--- config.mk ---
export PLATFORM = sky130hd
export DESIGN_NAME = cag_address_gen
export DESIGN_NICKNAME = d
export VERILOG_FILES = /design/src/cag_pkg.sv /design/src/cag_short_direct.sv /design/src/cag_address_gen.sv
export SDC_FILE = /design/constraint.sdc
export NUM_CORES = 1
export LEC_CHECK = 0
export BUFFER_PORTS_ARGS = -buffer_cell sky130_fd_sc_hd__buf_2
export CORE_MARGIN = 4
export CORE_UTILIZATION = 50
export CTS_CLUSTER_SIZE = 30
export DETAILED_ROUTE_END_ITERATION = 8
export GPL_TIMING_DRIVEN = 0
export PLACE_DENSITY = 0.9
export SETUP_SLACK_MARGIN = 0.15
export SKIP_CTS_REPAIR_TIMING = 1
export SLEW_MARGIN = 5
export SYNTH_ARGS = -nofsm -noshare
export SYNTH_HDL_FRONTEND = slang
export SYNTH_HIERARCHICAL = 1
export SYNTH_SLANG_ARGS = --single-unit
--- constraint.sdc ---
create_clock -name clk -period 5.7 [get_ports clk]
set_input_delay 1.71 -clock clk [delete_from_list [all_inputs] [get_ports clk]]
set_output_delay 1.71 -clock clk [all_outputs]
set_load 0.05 [all_outputs]
--- src/cag_pkg.sv ---
package cag_pkg;

  // ==========================================================
  // Widths
  localparam int CAG_AW = 16;
  localparam int CAG_DW = 8;

  // ==========================================================
  // Fixed address regions
  localparam logic [15:0] CAG_SHORT_CALL_BASE = 16'h0800;
  localparam logic [15:0] CAG_VECTOR_BASE = 16'h0040;
  localparam logic [15:0] CAG_VECTOR_LAST = 16'h007F;
  localparam logic [15:0] CAG_SADDR_LO = 16'hFE20;
  localparam logic [15:0] CAG_SADDR_HI = 16'hFF1F;
  localparam logic [15:0] CAG_SADDR_RAM_LAST = 16'hFEFF;
  localparam logic [15:0] CAG_SFR_BASE = 16'hFF00;
  localparam logic [15:0] CAG_SFR_GAP_LO = 16'hFFD0;
  localparam logic [15:0] CAG_SFR_GAP_HI = 16'hFFDF;
  localparam logic [7:0] CAG_SADDR_WRAP = 8'h20;
  localparam logic [6:0] CAG_SADDR_TOP = 7'h7F;
  localparam logic [15:0] CAG_PC_RESET = 16'h0000;
  localparam logic [2:0] CAG_REG_A = 3'h1;
  localparam logic [1:0] CAG_PAIR_AX = 2'h0;

  // ==========================================================
  // Branch target kinds
  typedef enum logic [2:0] {
    CAG_BR_NONE = 3'b000,
    CAG_BR_REL = 3'b001,
    CAG_BR_IMM16 = 3'b010,
    CAG_BR_SHORT_CALL = 3'b011,
    CAG_BR_TABLE = 3'b100,
    CAG_BR_PAIR = 3'b101
  } cag_branch_t;

  // Operand address kinds
  typedef enum logic [2:0] {
    CAG_OP_NONE = 3'b000,
    CAG_OP_IMPLIED = 3'b001,
    CAG_OP_REG = 3'b010,
    CAG_OP_DIRECT = 3'b011,
    CAG_OP_SHORT = 3'b100,
    CAG_OP_SFR = 3'b101
  } cag_operand_t;

  // Implied operand instructions
  typedef enum logic [2:0] {
    CAG_IMP_MULTIPLY = 3'b000,
    CAG_IMP_DIVIDE = 3'b001,
    CAG_IMP_ADJ_ADD = 3'b010,
    CAG_IMP_ADJ_SUB = 3'b011,
    CAG_IMP_ROT_RIGHT = 3'b100,
    CAG_IMP_ROT_LEFT = 3'b101
  } cag_implied_t;

endpackage

--- src/cag_short_direct.sv ---
`timescale 1ns/1ps
// ==========================================================
// Short direct address former, combinational
module cag_short_direct
  import cag_pkg::*;
(
  input wire logic [7:0] field,
  output logic [15:0] addr,
  output logic is_sfr
);
  // Bit 8 set only for the wrapped low fields
  always_comb begin
    addr = {CAG_SADDR_TOP, (field < CAG_SADDR_WRAP), field};
    is_sfr = (field < CAG_SADDR_WRAP);
  end
endmodule

--- src/cag_address_gen.sv ---
`timescale 1ns/1ps
// Operation
// - PC advances by instruction byte count unless a branch loads a target.
// - Displacement sign-extended from bit 7, added to next instruction address.
// - Short branch and all conditional branches use relative targets.
// - Long call and long branch load a full 16-bit immediate.
// - Short-form call targets stay in 0800H to 0FFFH.
// - Table call reads vector entry selected by opcode bits 1 to 5.
// - Register branch copies accumulator pair into the PC.
// - Byte multiply uses accumulator factor and accumulator pair product.
// - Word divide reads and writes the accumulator pair.
// - Decimal adjust and nibble rotates use the 8-bit accumulator.
// - Register operand picks bank flags plus 3-bit opcode code.
// - Numbered and functional register names map to same hardware.
// - Direct addressing uses 16-bit immediate reaching all memory.
// - Short direct reaches 256-byte window FE20H to FF1FH.
// - Short direct bit 8 is 1 only for fields 00H to 1FH.
// - FE20H to FEFFH is RAM, FF00H to FF1FH is special registers.
// - Word short direct operands use even addresses only.
// - Special register addressing uses byte as low address, skipping FFD0H-FFDFH.
module cag_address_gen
  import cag_pkg::*;
(
  input wire logic clk,
  input wire logic rst_n,
  // Fetch and decode side
  input wire logic insn_valid,
  input wire logic [2:0] insn_length,
  input wire cag_branch_t branch_kind,
  input wire logic branch_taken,
  input wire logic [7:0] relative_displacement,
  input wire logic [15:0] full_immediate_address,
  input wire logic [10:0] short_call_target,
  input wire logic [7:0] opcode,
  input wire logic [15:0] vector_entry,
  input wire logic [15:0] accumulator_pair,
  input wire cag_operand_t operand_kind,
  input wire cag_implied_t implied_kind,
  input wire logic [2:0] reg_code,
  input wire logic reg_is_pair,
  input wire logic [7:0] operand_field,
  input wire logic operand_is_word,
  input wire logic bank_select_low,
  input wire logic bank_select_high,
  // Results
  output logic [15:0] pc_q,
  output logic [15:0] vector_addr_q,
  output logic vector_valid_q,
  output logic [15:0] operand_addr_q,
  output logic operand_valid_q,
  output logic operand_is_reg_q,
  output logic [4:0] reg_index_q,
  output logic [4:0] reg_dest_q,
  output logic operand_in_sfr_q,
  output logic operand_in_ram_q,
  output logic operand_error_q
);

  // ==========================================================
  // Elaboration checks
  // The address formers below hard-wire the window shapes into
  // concatenations, so constants that no longer fit them are refused
  // here instead of quietly producing wrong addresses.
  if (CAG_AW != 16) begin : g_chk_aw
    $error("address generator serves 16-bit addresses only");
  end
  if (CAG_DW != 8) begin : g_chk_dw
    $error("address generator serves 8-bit data only");
  end
  // Short direct window: FE20H up, wrapped tail ends at FF1FH
  if (CAG_SADDR_LO != {CAG_SADDR_TOP, 1'b0, CAG_SADDR_WRAP}) begin : g_chk_saddr_lo
    $error("short direct window start does not match the former");
  end
  if (CAG_SADDR_HI != {CAG_SADDR_TOP, 1'b1, CAG_SADDR_WRAP - 8'h01}) begin : g_chk_saddr_hi
    $error("short direct window end does not match the former");
  end
  // RAM part ends where the bit 8 split puts it
  if (CAG_SADDR_RAM_LAST != {CAG_SADDR_TOP, 1'b0, 8'hFF}) begin : g_chk_ram_last
    $error("short direct RAM end does not match the former");
  end
  if (CAG_SFR_BASE != {CAG_SADDR_TOP, 1'b1, 8'h00}) begin : g_chk_sfr_base
    $error("register space must start where bit 8 is set");
  end
  // Register addressing only supplies the low byte
  if (CAG_SFR_GAP_LO[15:8] != CAG_SFR_BASE[15:8]) begin : g_chk_gap_lo
    $error("register hole must share the fixed high byte");
  end
  if (CAG_SFR_GAP_HI[15:8] != CAG_SFR_BASE[15:8]) begin : g_chk_gap_hi
    $error("register hole must share the fixed high byte");
  end
  // Vector index is ORed in, so the base must be aligned to the table
  if (CAG_VECTOR_BASE[5:0] != 6'h00) begin : g_chk_vec_base
    $error("vector table base must be 64-byte aligned");
  end
  if (CAG_VECTOR_LAST != (CAG_VECTOR_BASE | 16'h003F)) begin : g_chk_vec_last
    $error("vector table must hold 32 two-byte entries");
  end
  // Short call immediate is ORed below the region bit
  if (CAG_SHORT_CALL_BASE[10:0] != 11'h000) begin : g_chk_call_base
    $error("short call region base must leave bits 10 to 0 clear");
  end

  // ==========================================================
  // Next PC computation
  logic [15:0] next_insn;
  logic [15:0] disp_ext;
  logic [15:0] pc_d;
  logic [15:0] short_addr;
  logic short_sfr;
  logic [1:0] bank;

  assign bank = {bank_select_high, bank_select_low};

  assign next_insn = pc_q + {13'h0000, insn_length};
  assign disp_ext = {{8{relative_displacement[7]}}, relative_displacement};

  // Target select; no branch or an untaken one simply falls through.
  // The relative base is the advanced PC, i.e. the next instruction,
  // never the address of the branch itself.
  always_comb begin
    pc_d = next_insn;
    if (branch_taken) begin
      case (branch_kind)
        // relative branches; 16-bit sum drops carry
        CAG_BR_REL: pc_d = next_insn + disp_ext;
        CAG_BR_IMM16: pc_d = full_immediate_address;
        // bit 11 set, upper cleared
        // Bit 11 comes from the base, so no immediate can leave the region
        CAG_BR_SHORT_CALL: pc_d = CAG_SHORT_CALL_BASE | {5'h00, short_call_target};
        CAG_BR_TABLE: pc_d = vector_entry;
        CAG_BR_PAIR: pc_d = accumulator_pair;
        default: pc_d = next_insn;
      endcase
    end
  end

  // Program counter register
  always_ff @(posedge clk) begin
    if (!rst_n) begin
      pc_q <= CAG_PC_RESET;
    end else if (insn_valid) begin
      pc_q <= pc_d;
    end
  end

  // ==========================================================
  // Vector table lookup address
  // index from opcode bits 1 to 5, even entries inside 0040H-007FH
  // Held between table calls so fetch may read the entry at leisure
  always_ff @(posedge clk) begin
    if (!rst_n) begin
      vector_addr_q <= CAG_VECTOR_BASE;
    end else if (insn_valid && (branch_kind == CAG_BR_TABLE)) begin
      vector_addr_q <= CAG_VECTOR_BASE | {10'h000, opcode[5:1], 1'b0};
    end
  end

  // Table call strobe, one cycle per accepted table call
  always_ff @(posedge clk) begin
    if (!rst_n) begin
      vector_valid_q <= 1'b0;
    end else begin
      vector_valid_q <= insn_valid && (branch_kind == CAG_BR_TABLE);
    end
  end

  // ==========================================================
  // Short direct address former
  cag_short_direct u_short (
    .field(operand_field),
    .addr(short_addr),
    .is_sfr(short_sfr)
  );

  // ==========================================================
  // Register file indices, bank flags on top
  // A pair is addressed through its even byte register, so the numbered
  // and functional names of one register always meet on one index.
  logic [4:0] idx_acc;
  logic [4:0] idx_pair_acc;
  logic [4:0] idx_byte;
  logic [4:0] idx_pair;

  // bank flags over the opcode code
  assign idx_acc = {bank, CAG_REG_A};
  assign idx_pair_acc = {bank, CAG_PAIR_AX, 1'b0};
  assign idx_byte = {bank, reg_code};
  assign idx_pair = {bank, reg_code[1:0], 1'b0};

  // ==========================================================
  // Operand effective address
  logic [15:0] op_addr_d;
  logic op_reg_d;
  logic [4:0] reg_idx_d;
  logic [4:0] reg_dst_d;
  logic sfr_d;
  logic ram_d;
  logic err_d;

  always_comb begin
    op_addr_d = 16'h0000;
    op_reg_d = 1'b0;
    reg_idx_d = 5'h00;
    reg_dst_d = 5'h00;
    sfr_d = 1'b0;
    ram_d = 1'b0;
    err_d = 1'b0;
    case (operand_kind)
      CAG_OP_IMPLIED: begin
        op_reg_d = 1'b1;
        case (implied_kind)
          // factor A, product into the pair
          CAG_IMP_MULTIPLY: begin
            reg_idx_d = idx_acc;
            reg_dst_d = idx_pair_acc;
          end
          CAG_IMP_DIVIDE: begin
            reg_idx_d = idx_pair_acc;
            reg_dst_d = idx_pair_acc;
          end
          // accumulator only
          // Both adjusts and both nibble rotates land here
          default: begin
            reg_idx_d = idx_acc;
            reg_dst_d = idx_acc;
          end
        endcase
      end
      CAG_OP_REG: begin
        // bank plus code; one index per register whatever its name
        op_reg_d = 1'b1;
        if (reg_is_pair) begin
          reg_idx_d = idx_pair;
        end else begin
          reg_idx_d = idx_byte;
        end
        reg_dst_d = reg_idx_d;
      end
      CAG_OP_DIRECT: begin
        op_addr_d = full_immediate_address;
        // Only the register page is marked; RAM is not decoded here
        sfr_d = (full_immediate_address >= CAG_SFR_BASE);
      end
      CAG_OP_SHORT: begin
        op_addr_d = short_addr;
        sfr_d = short_sfr;
        ram_d = !short_sfr;
        err_d = operand_is_word && operand_field[0];
      end
      CAG_OP_SFR: begin
        // high byte fixed, hole FFD0H-FFDFH flagged as error
        // The hole is only flagged; the access itself is left to the bus
        op_addr_d = CAG_SFR_BASE | {8'h00, operand_field};
        sfr_d = 1'b1;
        err_d = (op_addr_d >= CAG_SFR_GAP_LO) && (op_addr_d <= CAG_SFR_GAP_HI);
      end
      default: begin
        op_addr_d = 16'h0000;
      end
    endcase
  end

  // Operand strobe, one cycle per fetched instruction with an operand
  always_ff @(posedge clk) begin
    if (!rst_n) begin
      operand_valid_q <= 1'b0;
    end else begin
      operand_valid_q <= insn_valid && (operand_kind != CAG_OP_NONE);
    end
  end

  // Operand result registers; they stand until the next instruction
  always_ff @(posedge clk) begin
    if (!rst_n) begin
      operand_addr_q <= 16'h0000;
      operand_is_reg_q <= 1'b0;
      reg_index_q <= 5'h00;
      reg_dest_q <= 5'h00;
      operand_in_sfr_q <= 1'b0;
      operand_in_ram_q <= 1'b0;
      operand_error_q <= 1'b0;
    end else if (insn_valid) begin
      operand_addr_q <= op_addr_d;
      operand_is_reg_q <= op_reg_d;
      reg_index_q <= reg_idx_d;
      reg_dest_q <= reg_dst_d;
      operand_in_sfr_q <= sfr_d;
      operand_in_ram_q <= ram_d;
      operand_error_q <= err_d;
    end
  end

endmodule

==> flow_summary.toml <==
[final_layout]
nFillCells = 822
multi_input_area_um2 = 3070
seq_area_um2 = 981
area_growth_pct = 24.0
drive_above_1_share = 0.276
diodes = 0
nets = 883

[timing]
slew_headroom = 0.338
grt_setup_unrepaired = "false"
min_period_ns = 4.94
setup_viol = 0
fin_tns_setup_ns = 0
slew_viol_final = 0
fin_crit_sh = 0.866
worst_slew_pin_slew_ns = 0.991
fmaxAchievable_ghz = 0.203
skew_ns = 0.00669
hold_viol_final = 0

[drt]
ant_nets = 0
drt_iter0_markers = 427
drc_errors = 0
dr.pass1.iters = 6
wl_per_cell_um = 18.7
vias_per_cell = 6.04
routed_wl_um = 16200
vias = 5234

[pwr]
pwr_density_cell_nw_per_um2 = 196
p_leak_nw = 2.52
pwr-share-comb = 0.410
p_clk_frac = 0.241
power.internal_uw = 652
power.switching_uw = 426
peakVddDrop_mv = 0.128
p_sw_frac = 0.395
p_total_mw = 1.08
pwr-share-seq = 0.349

[synth]
synth_top_area_cell = "dfxtp_1"
ys_seq_area_frac = 0.221
synth_top_area_share = 0.221
syn_inst = 583
synth_cell_types = 72
ys.flop_type = "dfxtp_1"
synth_enable_flop_cells = 0
yosys_warnings = 6
async_reset_ff_frac = 0
synth.area.top_cells = "dfxtp_1 (22%), a21oi_1 (5.3%), buf_4 (5.2%)"
synth_area_per_cell_um2 = 7.61
ys_seq_elements = 49
synth_area_um2 = 4440

[global_routing]
grt_pass1_wl_um = 24400
grt_pass1_vias = 4826
antenna_found_initial = 0
grt_use_total = 0.298
grt_max_degree = 16
grt_remaining_overflow = 0

[die]
die_y_um = 102
ioPinCount = 170
dieArea_um2 = 10400
initial_utilization = 0.511
row_count = 34
chipWidth_um = 102
core_um2 = 8680

[cts]
numClockSinks = 49
numCtsBuffers = 5
clk_latency_ns = 0.31
clockBufferDepth = 2
cts_root_buf = "clkbuf_8"
cts.clk_slew.worst_paths_ns = 0.10
h-tree-depth = 2
cts_tree = "yes"

[worst_hold_path]
worst_hold_path_type = "reg2reg"
hold_start = "operand_error_q"

[placed_design]
globalplace.congestion = 0.970
dp_hpwl_um = 13100
port_buffers = 152

[status]
status = "completed"

[critical_path]
cp_max_fo = 5
critPathLaunchType = "input pin"
cp.arrival_ns = 5.12
critPathKind = "in2reg"
crit_required_ns = 5.89
critPathCaptureType = "register"
worst_r2r_startpoint = "pc_q[0]"
crit_start = "insn_length[0]"

[run]
drv_cap = 0
==> kinds of logic after synthesis <==
logic type	synth area share
buffers and inverters	0.0990
adder cells (fa/ha/maj)	0.0598
XOR/XNOR	0.0414
multiplexers	0.0505
flip-flops	0.221
AO/OA/AOI/OAI	0.306
AND/OR/NAND/NOR	0.220
other	0.00254
==> cell usage after synthesis, types with 11 or more instances <==
master / number
nand3_1: 18
xor2_1: 12
mux2i_1: 19
a21oi_1: 47
a21o_1: 13
clkbuf_1: 30
nor2b_1: 25
nand2_1: 40
ha_1: 18
nand2b_1: 11
buf_4: 31
nor2_1: 46
dfxtp_1: 49
inv_1: 13
o21ai_0: 28
==> stage by stage <==
stage	hold slack, ns	instances	utilization	instance area, um2	setup slack [ns]
detailed placement	0.468	858	0.621	5390	0.511
floorplan	0.693	598	-	4490	1.07
finish	0.482	866	0.634	5500	0.764
global route	0.518	866	0.634	5500	0.509
CTS	0.483	866	0.634	5500	0.788
global placement	0.463	858	0.621	5390	0.571
==> registers in the layout, indices dropped and copies added (netlist names) <==
signal and flops:
operand_in_sfr_q 1, operand_in_ram_q 1, reg_dest_q 1, vector_addr_q 5
operand_error_q 1, operand_addr_q 16, operand_is_reg_q 1, vector_valid_q 1
reg_index_q 5, operand_valid_q 1, pc_q 16
==> power by group through the flow <==
| stage | clock [mW] | combinational [mW] | sequential [mW] |
|---|---|---|---|
| floorplan | 0 | 0.249 | 0.438 |
| global placement | 0 | 0.423 | 0.383 |
| detailed placement | 0 | 0.431 | 0.384 |
| CTS | 0.259 | 0.433 | 0.376 |
| global route | 0.272 | 0.474 | 0.378 |
| finish | 0.260 | 0.442 | 0.376 |
==> worst max-delay path, cell delays in order <==
cell and delay [ns]:
buf_2 0.10, ha_1 0.23, fa_1 0.41, a21oi_1 0.35
nand2b_1 0.18, xnor2_1 0.17, ha_1 0.33, a211oi_1 0.27
nor2_1 0.11, o41ai_1 0.63, o221ai_1 0.30, xnor2_1 0.24
o21ai_1 0.11
==> layout make-up <==
class,instances,share of cell area
clock buffers,6,0.0132
inverters,14,0.00955
well taps,108,0.0246
flip-flops and latches,49,0.178
plain buffers,70,0.0703
clock inverters,2,0.00705
repair buffers,152,0.138
multi-input cells,465,0.559
==> placed cells by master, fill, tap and decap left out, types with 9 or more instances in the layout <==
cell        n
nor2b_1    25
buf_2     158
nand2_1    40
a22oi_1    10
a21o_1     13
mux2i_1    19
nor3b_1    10
nand3_1    18
xor2_1     12
xnor2_1     9
nand2b_1   11
buf_4      31
a21oi_1    47
dfxtp_1    49
conb_1     18
o21ai_0    28
inv_1      13
clkbuf_1   31
nor2_1     46
ha_1       18
==> path summary, 6_finish.rpt <==
kind	end	slack, ns	cells past startpoint
worst max register to register	pc_q[15]	1.92	12
worst min register to register	operand_error_q	0.48	2
worst max-delay path	pc_q[15]	0.76	13
worst min-delay path	operand_error_q	0.48	2
==> metal layers <==
layer,wire length [um],share of wire,track usage
met4,499,0.031,0.0999
met3,1430,0.089,0.0519
met5,0,0,0
met2,7690,0.48,0.485
met1,6560,0.41,0.399
No activity file was read; power rests on OpenSTA's default activity.
